$ cat config.mk
export PLATFORM = sky130hd
export DESIGN_NAME = pdcc_top
export DESIGN_NICKNAME = d
export VERILOG_FILES = /design/src/rtl/pdcc_pkg.sv /design/src/rtl/pdcc_top.sv
export SDC_FILE = /design/constraint.sdc
export NUM_CORES = 1
export LEC_CHECK = 0
export BUFFER_PORTS_ARGS = -buffer_cell sky130_fd_sc_hd__buf_4
export CAP_MARGIN = 20
export CORE_UTILIZATION = 50
export CTS_CLUSTER_SIZE = 20
export DETAILED_ROUTE_END_ITERATION = 10
export PLACE_DENSITY = 0.74
export SLEW_MARGIN = 30
export SYNTH_ARGS = -nofsm -noshare
export SYNTH_HDL_FRONTEND = slang
export SYNTH_SLANG_ARGS = --single-unit
$ cat constraint.sdc
create_clock -name clk_sys_i -period 6.2 [get_ports clk_sys_i]
set_input_delay 1.24 -clock clk_sys_i [delete_from_list [all_inputs] [get_ports clk_sys_i]]
set_output_delay 1.24 -clock clk_sys_i [all_outputs]
set_load 0.01 [all_outputs]
$ cat src/rtl/pdcc_pkg.sv
// Constants and carrier types for the peripheral DMA channel controller.
// Assumes a plain one-cycle strobe register port and a single system clock.
// Function
// (RULE1) Receive next count holds next buffer size
// (RULE2) Half duplex: receive next count equals transmit's; the code keeps the two next counts as separate registers
// (RULE3) Half duplex: receive next pointer equals transmit's; the code keeps the two next pointers as separate registers
// (RULE4) Transmit next pointer holds next address
// (RULE5) Transmit next count: 16-bit field, upper reserved
// (RULE6) Control is write-only; zero bits do nothing
// (RULE7) Receive enable works unless disable also set
// (RULE8) Half duplex: receive enable disables transmit
// (RULE9) Half duplex: never set both enables
// (RULE10) Receive disable clears receive requests
// (RULE11) Half duplex: receive disable clears transmit
// (RULE12) Transmit enable sets transmit requests
// (RULE13) Half duplex: transmit enable needs no receive enable
// (RULE14) Transmit disable clears transmit requests
// (RULE15) Half duplex: transmit disable clears receive
// (RULE16) Status bit 0 shows receive enabled
// (RULE17) Status bit 8 shows transmit enabled
// (RULE18) Zero count stops, nonzero transfers when enabled
// (RULE19) Receive next pointer holds next address
// (RULE20) Exhausted count reloads from next registers
// (RULE21) Each word advances pointer, decrements count
package pdcc_pkg;

    // ------------------------------------------------------------
    // Register map (byte addresses)
    // ------------------------------------------------------------
    localparam logic [7:0] ADDR_RX_PTR = 8'h00;
    localparam logic [7:0] ADDR_RX_CNT = 8'h04;
    localparam logic [7:0] ADDR_TX_PTR = 8'h08;
    localparam logic [7:0] ADDR_TX_CNT = 8'h0C;
    localparam logic [7:0] ADDR_RX_NPTR = 8'h10;
    localparam logic [7:0] ADDR_RX_NCNT = 8'h14;
    localparam logic [7:0] ADDR_TX_NPTR = 8'h18;
    localparam logic [7:0] ADDR_TX_NCNT = 8'h1C;
    localparam logic [7:0] ADDR_CTRL = 8'h20;
    localparam logic [7:0] ADDR_STATUS = 8'h24;
    localparam logic [7:0] ADDR_CONFIG = 8'h28;

    // ------------------------------------------------------------
    // Field positions
    // ------------------------------------------------------------
    localparam int BIT_RX_EN = 0;
    localparam int BIT_RX_DIS = 1;
    localparam int BIT_TX_EN = 8;
    localparam int BIT_TX_DIS = 9;
    localparam int BIT_HALF_DUPLEX = 0;
    localparam int CNT_W = 16;
    localparam int PTR_W = 32;

    // ------------------------------------------------------------
    // Reset values and step
    // ------------------------------------------------------------
    localparam logic [31:0] PTR_RESET = 32'h0000_0000;
    localparam logic [15:0] CNT_RESET = 16'h0000;
    localparam logic [15:0] CNT_ONE = 16'h0001;
    localparam logic [31:0] RD_ZERO = 32'h0000_0000;

    // One direction of channel state
    typedef struct packed {
        logic [31:0] cur_ptr;
        logic [15:0] cur_cnt;
        logic [31:0] nxt_ptr;
        logic [15:0] nxt_cnt;
    } pdcc_dir_t;

    // Register bus request
    typedef struct packed {
        logic [7:0] addr;
        logic [31:0] wdata;
        logic wr;
        logic rd;
    } pdcc_bus_t;

endpackage

$ cat src/rtl/pdcc_top.sv
// Peripheral DMA channel controller: pointers, counters, request gating.
// Assumes peripheral requests and memory done pulses synchronous to clk_sys_i.
//
// Local design decisions: the address-and-strobe port and the address map.
`timescale 1ns/100ps
module pdcc_top #(
    parameter int XFER_BYTES = 1
) (
    // Clock and reset
    input wire logic clk_sys_i,
    input wire logic rst_n_i,
    // Register port
    input wire logic [7:0] reg_addr_i,
    input wire logic [31:0] reg_wdata_i,
    input wire logic reg_wr_i,
    input wire logic reg_rd_i,
    output logic [31:0] reg_rdata_o,
    // Peripheral requests
    input wire logic rx_req_i,
    input wire logic tx_req_i,
    // Memory side
    output logic rx_go_o,
    output logic tx_go_o,
    output logic [31:0] rx_addr_o,
    output logic [31:0] tx_addr_o,
    input wire logic rx_done_i,
    input wire logic tx_done_i,
    // Status
    output logic rx_end_o,
    output logic tx_end_o
);

    // ------------------------------------------------------------
    // Bus decode
    // ------------------------------------------------------------
    pdcc_pkg::pdcc_bus_t bus;
    assign bus = '{addr: reg_addr_i, wdata: reg_wdata_i, wr: reg_wr_i, rd: reg_rd_i};

    function automatic logic wr_hit(input pdcc_pkg::pdcc_bus_t b, input logic [7:0] a);
        wr_hit = b.wr && (b.addr == a);
    endfunction

    localparam logic [31:0] STEP = 32'(XFER_BYTES);

    pdcc_pkg::pdcc_dir_t rx_q, rx_d, tx_q, tx_d;
    logic rx_en_q, rx_en_d, tx_en_q, tx_en_d;
    logic half_q;
    logic [31:0] rdata_q, rdata_d;

    wire ctl_wr = wr_hit(bus, pdcc_pkg::ADDR_CTRL);
    // RULE6: zero bits ignored
    wire c_rx_en = ctl_wr && bus.wdata[pdcc_pkg::BIT_RX_EN];
    wire c_rx_dis = ctl_wr && bus.wdata[pdcc_pkg::BIT_RX_DIS];
    wire c_tx_en = ctl_wr && bus.wdata[pdcc_pkg::BIT_TX_EN];
    wire c_tx_dis = ctl_wr && bus.wdata[pdcc_pkg::BIT_TX_DIS];

    // RULE7: enable loses to disable
    wire rx_set = c_rx_en && !c_rx_dis;
    // RULE13: half duplex tx enable only without rx enable
    wire tx_set = c_tx_en && !c_tx_dis && !(half_q && c_rx_en);
    // RULE10 RULE15: receive clear sources
    wire rx_clr = c_rx_dis || (half_q && c_tx_dis);
    // RULE14 RULE11 RULE8: transmit clear sources
    wire tx_clr = c_tx_dis || (half_q && (c_rx_dis || rx_set));

    // ------------------------------------------------------------
    // Enable state
    // ------------------------------------------------------------
    always_comb begin
        rx_en_d = rx_en_q;
        tx_en_d = tx_en_q;
        // RULE12: transmit enable
        if (tx_set) begin
            tx_en_d = 1'b1;
        end
        if (tx_clr) begin
            tx_en_d = 1'b0;
        end
        if (rx_set) begin
            rx_en_d = 1'b1;
        end
        if (rx_clr) begin
            rx_en_d = 1'b0;
        end
    end

    // ------------------------------------------------------------
    // Transfer engines
    // ------------------------------------------------------------
    // RULE18: nonzero count and enabled starts transfer
    assign rx_go_o = rx_en_q && (rx_q.cur_cnt != pdcc_pkg::CNT_RESET) && rx_req_i;
    assign tx_go_o = tx_en_q && (tx_q.cur_cnt != pdcc_pkg::CNT_RESET) && tx_req_i;
    assign rx_addr_o = rx_q.cur_ptr;
    assign tx_addr_o = tx_q.cur_ptr;
    assign rx_end_o = (rx_q.cur_cnt == pdcc_pkg::CNT_RESET);
    assign tx_end_o = (tx_q.cur_cnt == pdcc_pkg::CNT_RESET);

    function automatic pdcc_pkg::pdcc_dir_t step_dir(input pdcc_pkg::pdcc_dir_t s, input logic done,
                                                    input logic go);
        pdcc_pkg::pdcc_dir_t n;
        n = s;
        // RULE21: advance pointer, decrement count
        if (done && go) begin
            n.cur_ptr = s.cur_ptr + STEP;
            n.cur_cnt = s.cur_cnt - pdcc_pkg::CNT_ONE;
        end
        // RULE20: reload from next registers
        if (n.cur_cnt == pdcc_pkg::CNT_RESET && s.nxt_cnt != pdcc_pkg::CNT_RESET) begin
            n.cur_ptr = s.nxt_ptr;
            n.cur_cnt = s.nxt_cnt;
            n.nxt_cnt = pdcc_pkg::CNT_RESET;
        end
        step_dir = n;
    endfunction

    always_comb begin
        rx_d = step_dir(rx_q, rx_done_i, rx_go_o);
        tx_d = step_dir(tx_q, tx_done_i, tx_go_o);
        // Software writes override the engine in the same cycle
        if (wr_hit(bus, pdcc_pkg::ADDR_RX_PTR)) begin
            rx_d.cur_ptr = bus.wdata;
        end
        if (wr_hit(bus, pdcc_pkg::ADDR_RX_CNT)) begin
            rx_d.cur_cnt = bus.wdata[pdcc_pkg::CNT_W-1:0];
        end
        if (wr_hit(bus, pdcc_pkg::ADDR_TX_PTR)) begin
            tx_d.cur_ptr = bus.wdata;
        end
        if (wr_hit(bus, pdcc_pkg::ADDR_TX_CNT)) begin
            tx_d.cur_cnt = bus.wdata[pdcc_pkg::CNT_W-1:0];
        end
        // RULE19: receive next pointer
        if (wr_hit(bus, pdcc_pkg::ADDR_RX_NPTR)) begin
            rx_d.nxt_ptr = bus.wdata;
        end
        // RULE1: receive next count
        if (wr_hit(bus, pdcc_pkg::ADDR_RX_NCNT)) begin
            rx_d.nxt_cnt = bus.wdata[pdcc_pkg::CNT_W-1:0];
        end
        // RULE4: transmit next pointer
        if (wr_hit(bus, pdcc_pkg::ADDR_TX_NPTR)) begin
            tx_d.nxt_ptr = bus.wdata;
        end
        // RULE5: 16-bit next count
        if (wr_hit(bus, pdcc_pkg::ADDR_TX_NCNT)) begin
            tx_d.nxt_cnt = bus.wdata[pdcc_pkg::CNT_W-1:0];
        end
    end

    // ------------------------------------------------------------
    // Read mux
    // ------------------------------------------------------------
    wire [31:0] st_word = {22'h0, tx_en_q, 7'h0, rx_en_q, 1'b0} >> 1;

    always_comb begin
        rdata_d = pdcc_pkg::RD_ZERO;
        if (bus.rd) begin
            unique case (bus.addr)
                pdcc_pkg::ADDR_RX_PTR: rdata_d = rx_q.cur_ptr;
                pdcc_pkg::ADDR_RX_CNT: rdata_d = {16'h0, rx_q.cur_cnt};
                pdcc_pkg::ADDR_TX_PTR: rdata_d = tx_q.cur_ptr;
                pdcc_pkg::ADDR_TX_CNT: rdata_d = {16'h0, tx_q.cur_cnt};
                pdcc_pkg::ADDR_RX_NPTR: rdata_d = rx_q.nxt_ptr;
                pdcc_pkg::ADDR_RX_NCNT: rdata_d = {16'h0, rx_q.nxt_cnt};
                pdcc_pkg::ADDR_TX_NPTR: rdata_d = tx_q.nxt_ptr;
                pdcc_pkg::ADDR_TX_NCNT: rdata_d = {16'h0, tx_q.nxt_cnt};
                // RULE16 RULE17: status bits 0 and 8
                pdcc_pkg::ADDR_STATUS: rdata_d = st_word;
                pdcc_pkg::ADDR_CONFIG: rdata_d = {31'h0, half_q};
                // Control is write-only; unmapped reads zero
                default: rdata_d = pdcc_pkg::RD_ZERO;
            endcase
        end
    end

    // ------------------------------------------------------------
    // Registers
    // ------------------------------------------------------------
    always_ff @(posedge clk_sys_i) begin
        if (!rst_n_i) begin
            rx_q <= '{pdcc_pkg::PTR_RESET, pdcc_pkg::CNT_RESET, pdcc_pkg::PTR_RESET, pdcc_pkg::CNT_RESET};
            tx_q <= '{pdcc_pkg::PTR_RESET, pdcc_pkg::CNT_RESET, pdcc_pkg::PTR_RESET, pdcc_pkg::CNT_RESET};
            rx_en_q <= 1'b0;
            tx_en_q <= 1'b0;
            half_q <= 1'b0;
            rdata_q <= pdcc_pkg::RD_ZERO;
        end else begin
            rx_q <= rx_d;
            tx_q <= tx_d;
            rx_en_q <= rx_en_d;
            tx_en_q <= tx_en_d;
            if (wr_hit(bus, pdcc_pkg::ADDR_CONFIG)) begin
                half_q <= bus.wdata[pdcc_pkg::BIT_HALF_DUPLEX];
            end
            rdata_q <= rdata_d;
        end
    end

    assign reg_rdata_o = rdata_q;

endmodule

# Word level (Yosys, flattened, before mapping)
# Cells that the tools add are included.
totals:
  ff_bits: 227
  latch_bits: 0
  ram_bits: 0
  rom_bits: 0
  input_bits: 48
  output_inout_bits: 100
  elab_cells: 90
  memories: 0
classes:
  add_sub_neg: 4
  multipliers: 0
  div_mod_pow: 0
  n_lt_le_gt_ge: 0
  eq_ne: 10
  n_shift: 0
  muxes: 13
  bitwise: 1
  reduce_logical: 50
ops:
  columns: ["operator", "n"]
  rows:
  - ["$pmux W32 S10", 1]
  - ["$mux W48", 4]
  - ["$mux W16", 6]
  - ["$add A32 B1 Y32 const B", 2]
  - ["$logic_not A16 Y1", 4]
  - ["$mux W32", 2]
  - ["$reduce_bool A16 Y1", 4]
  - ["$eq A8 B5 Y1 const B", 4]
  - ["$sub A16 B1 Y16 const B", 2]
  - ["$logic_and A1 B1 Y1", 28]
  - ["$eq A8 B6 Y1 const B", 3]
  - ["$eq A8 B4 Y1 const B", 2]
  - ["$eq A8 B3 Y1 const B", 1]
  - ["$logic_not A8 Y1", 1]
  - ["$reduce_bool A3 Y1", 2]
  - ["$reduce_bool A2 Y1", 2]
  - ["$reduce_or A2 Y1", 2]
  - ["$logic_not A1 Y1", 3]
  - ["$logic_or A1 B1 Y1", 3]
  - ["$reduce_and A2 Y1", 1]
  - ["$not A1 Y1", 1]

# Logic depth before layout (Yosys ltp)
logic_depth:
  ltp_word: 9
  depth_mapped: 16

# Worst setup path before layout
# No wires, ideal clock.
synth_path:
  kind: "input port to flip-flop"
  from: "input port reg_addr_i[7]"
  to: "register rx_q, in the netlist rx_addr_o[11]"
  setup_ns: 0.074
  t_arrival_ns: 3.389
  path_slack_ns: 2.737
  path_stages: 10
  path_buffers: 4
  cell_sequence: "or2_1 -> or3_1 -> clkbuf_1 -> nor2_1 -> and2_0 -> clkbuf_1 -> clkbuf_1 -> clkbuf_1 -> nand2_1 -> a31oi_1"
synth_via:
  elab_chain_cells: 3
  elab_cells_between_ends: 4
  classes_between: "mux: 1; reduce/logical: 3"
synth_lines:
  columns: ["item", "line_no", "text"]
  rows:
  - ["start: declaration", "pdcc_top.sv:13", "input wire logic [7:0] reg_addr_i,"]
  - ["$logic_not A8 Y1 (*)", "pdcc_top.sv:40", "wr_hit = b.wr && (b.addr == a);"]
  - ["$logic_and A1 B1 Y1 (*)", "pdcc_top.sv:40", null]
  - ["$reduce_bool A3 Y1 (no line) or $mux W32 (tied branches)", null, null]
  - ["end signal: assignment", "pdcc_top.sv:181", "rx_q <= '{pdcc_pkg::PTR_RESET, pdcc_pkg::CNT_RESET, pdcc_pkg::PTR_RESET, pdcc_pkg::CNT_RESET};"]
  - ["end signal: assignment", "pdcc_top.sv:188", "rx_q <= rx_d;"]
  - ["end: declaration", "pdcc_top.sv:45", "pdcc_pkg::pdcc_dir_t rx_q, rx_d, tx_q, tx_d;"]
# Every way passes the cells marked *; elsewhere a longest branch is shown, timed or not.
# A chain may end at the register's enable or synchronous reset.

# Worst setup path after layout
layout_path:
  from: "register rx_q[48] (netlist bit)"
  to: "register rx_q, in the netlist rx_addr_o[27]"
layout_via:
  elab_chain_cells: 9
  elab_cells_between_ends: 11
  classes_between: "add/sub: 1; mux: 3; reduce/logical: 7"
layout_lines:
  columns: ["item"]
  rows:
  - ["branches (longest 9 deep; another with $sub A16 B1 Y16)"]
# Parallel ways; which one is timed is not known. The select of a mux whose other input is x is not followed.

==> implementation parameters <==
Parameter                              Value

Timing
  Worst Tran Pin Value    around 0.86 ns
  Max Slew Vio Count    0
  Number of failing setup endpoints in the final timing report    0
  Worst slack on hold paths    0.477 ns
  Post-route setup slack    about 1.8 ns
  Final-layout setup total negative slack    0 ns
  Endpoints failing hold    0
  Clock tree skew after final layout    0.0101 ns
  Worst slew margin    42.7%
  Minimum period implied by the final worst setup slack    4.36 ns
  Highest Clock Rate    229 MHz
  Post-route fraction of the period consumed by the critical path    70.4%
  Setup repair after global routing missed its margin    false

Global route
  First-pass GRT wire length    around 71,000 um
  Total congestion overflow after global routing    0
  Largest net degree at the start of global routing    108
  All-layer global routing usage    34.6%
  Vias in the first global route    between 10,000 and 15,000
  Antenna violations before repair    0

Route
  Vias    13,500
  Number of detailed-route iterations in the first pass    10
  Detailed router's first-iteration violation count    2,053
  Average wire length per cell after detail routing    23.0 um
  Post-detailed-route via-to-cell ratio    6.58
  Post-Route WL    47,200 um
  Number of nets with antenna violations after detailed routing    0
  Number of remaining DRC errors    0

Floorplan
  Total die area    0.0267 mm2
  Number of core rows    58
  Die W    163 um
  Initial core utilization    around half
  Total I/O pin count    148
  DIE HEIGHT    between 150 and 200 um
  Floorplan Core Area    between 0.02 and 0.03 mm2

Critical path
  Crit-path slowest cell    sky130_fd_sc_hd__nor3_4
  Signal arrival time at the worst endpoint    approximately 4.8 ns
  Startpoint Class    flop
  Critical path's largest stage delay    0.68 ns
  Req. time, crit path    around 6.6 ns
  Top cell by count, worst path    sky130_fd_sc_hd__buf_4
  Highest net fanout along the worst path    35
  Sequence of cells on the critical path    inv_1 > ha_1 > or3b_1 > or2_2 > o21ai_2 > o22ai_1 > o2111ai_2 > buf_4 > nor2_4 > buf_4 > nor3_4 > a22oi_1 > a21oi_1
  Critical path start-end classification    reg -> reg
  Crit end category    flop

Synthesis
  Fraction of registers with async set or reset after synthesis    0%
  Main combinational cell family by area after synthesis    compound AO/OA/AOI/OAI gates
  Synth Warn #    0
  Most used standard cell by instance count after synthesis    sky130_fd_sc_hd__nand2_1
  Area fraction in and, or, nand and nor cells after synthesis    22.8%
  Area fraction of the dominant cell type after synthesis    34.9%
  Nets in the synthesized netlist    1,765
  Largest area contributor in the synthesized netlist    sky130_fd_sc_hd__dfxtp_1
  Mux cell area share after synthesis    3.48%
  Top post-synthesis cells by count    sky130_fd_sc_hd__nand2_1, sky130_fd_sc_hd__dfxtp_1, sky130_fd_sc_hd__a21oi_1
  Main synth FF type    sky130_fd_sc_hd__dfxtp_1
  Number of distinct standard cells referenced by the synthesized netlist    69
  Area contributors post-synth    sky130_fd_sc_hd__dfxtp_1, sky130_fd_sc_hd__nand2_1, sky130_fd_sc_hd__a21oi_1, sky130_fd_sc_hd__buf_4, sky130_fd_sc_hd__clkbuf_1
  Mapped Area    0.0130 mm2
  Share of synthesized area occupied by flip-flops and latches    34.9%
  Number of synthesized register bits    227
  Syn Inst Count    1,713
  Arithmetic-cell share of the synthesized area counting full adders, half adders and majority gates    less than 1%
  Compound-cell area share of the yosys netlist    24.2%
  Xor and xnor area share after synthesis    about 5.1%
  Number of synthesized flops with an enable pin    0
  Per-instance average area after synthesis    7.60 um2

Placed design
  Pre-CTS setup slack    1.85 ns
  I/O Buffers    147
  Global placer's final weighted congestion    between 0.9 and 1
  Post-placement cell area    0.0136 mm2
  Post-detailed-placement half-perimeter wirelength    about 33,000 um
  Inst Count DP    2,005

Clock tree
  Number of gates given a new drive strength after cts    0
  Clk sink count    227
  CTS Root Buffer Type    sky130_fd_sc_hd__clkbuf_16
  Post CTS Setup Buffer Count    0
  Level count of the clock H-tree    1
  Clock input transition at the sequential cells of the worst setup and hold paths    0.06 ns
  # hold bufs at CTS    0
  Clock Path Buffers    3
  CTS tree    yes
  Clock insertion delay at the later pin of the skew report    0.53 ns
  Inserted Clock Buffers    25

Layout
  # fillers    about 2,300
  Layout Utilization    57.3%
  Nets@finish    1,754
  Post-synthesis to final-layout area growth    11.5%
  Share of final-layout standard cells stronger than drive strength 1    14.0%
  Diode insertion count for antenna repair    0
  Post-route standard cell area excluding fillers    0.0145 mm2
  Non-Filler Instances    2,050

Power
  Static leakage power    4.81 nW
  Tot Pwr    3.25 mW
  Max rail drop VDD    0.183 mV
  Power density over the cells    between 200 and 250 mW/mm2

Hold path
  Hold Path Class    reg -> reg

Run
  Maxcap violations    0

Status
  Run status    finished, final reports clean
## power by group
part,total (mW),internal (mW),switching (mW)
Clock,1.62,0.989,0.633
Sequential,1.48,1.46,0.0133
Combinational,0.152,0.0462,0.106
Total,3.25,2.50,0.752
## cell usage in the layout, fill, tap and decap left out, drive strengths merged, types with 6 or more instances in the layout
cell / netlist / layout
a22oi: 28 / 28
and2: 9 / 9
a21o: 13 / 13
a22o: 10 / 10
o211ai: 28 / 28
o221ai: 15 / 15
nor4: 22 / 22
or2: 6 / 6
mux2: 26 / 26
nor2: 92 / 92
buf: 96 / 169
nor3: 31 / 31
clkbuf: 111 / 27
clkinv: 0 / 9
and4: 6 / 6
a211oi: 20 / 20
a222oi: 30 / 30
inv: 20 / 21
nand4: 20 / 20
xor2: 37 / 37
a221oi: 19 / 19
nand2: 334 / 334
dfxtp: 227 / 227
and3: 11 / 11
xnor2: 39 / 39
a31oi: 40 / 40
nand3: 50 / 50
o22ai: 6 / 6
or3: 31 / 31
bufinv: 0 / 6
a21oi: 201 / 201
or4: 9 / 9
mux2i: 16 / 16
o21ai: 62 / 62
## final timing paths
check                 from         endpoint  slack [ns]  cells past startpoint
setup / recovery  rx_q[48]    rx_addr_o[27]        1.84                     13
hold / removal    tx_q[32]  reg_rdata_o[16]        0.48                      2
setup reg to reg  rx_q[48]    rx_addr_o[27]        1.84                     13
hold reg to reg   tx_q[32]  reg_rdata_o[16]        0.48                      2
## critical path, delay by kind of cell (launching register included)
family / cells / cell delay [ns]
and+or+nand+nor: 4 / 1.72
buffers and inverters: 3 / 0.68
adders and majority gates: 1 / 0.30
AOI/OAI and AO/OA: 5 / 1.19
DFF: 1 / 0.37
## cell type report
type	instances	area (um2)	area share, %
clock buffers	27	633	4.36
flip-flops and latches	227	4540	31.3
well taps	330	413	2.84
inverters	20	80.1	0.552
repair buffers	169	1270	8.74
clock inverters	18	249	1.72
multi-input cells	1259	7330	50.5
## routing by layer
layer  up-vias  track usage, %  routed length, um
met3       134            7.80               6880
met5         -               0                  0
li1       6090               -                  -
met1      6342            50.7              19100
met2       925            48.5              19200
met4         0            13.4               1980
## sequential cells by signal, summed over array words and instances (netlist names)
name,flops
rx_en_q,1
tx_en_q,1
reg_rdata_o,32
rx_addr_o,32
tx_q,64
tx_addr_o,32
half_q,1
rx_q,64
## cell families (layout without fill, tap and decap cells)
kind of cell             count (synthesis)  count (layout)
adder cells (fa/ha/maj)                  4               4
AO/OA/AOI/OAI                          491             491
XOR/XNOR                                76              76
AND/OR/NAND/NOR                        646             646
multiplexers                            42              42
buffers and inverters                  227             234
flip-flops                             227             227
(Power assumes the default switching activity.)
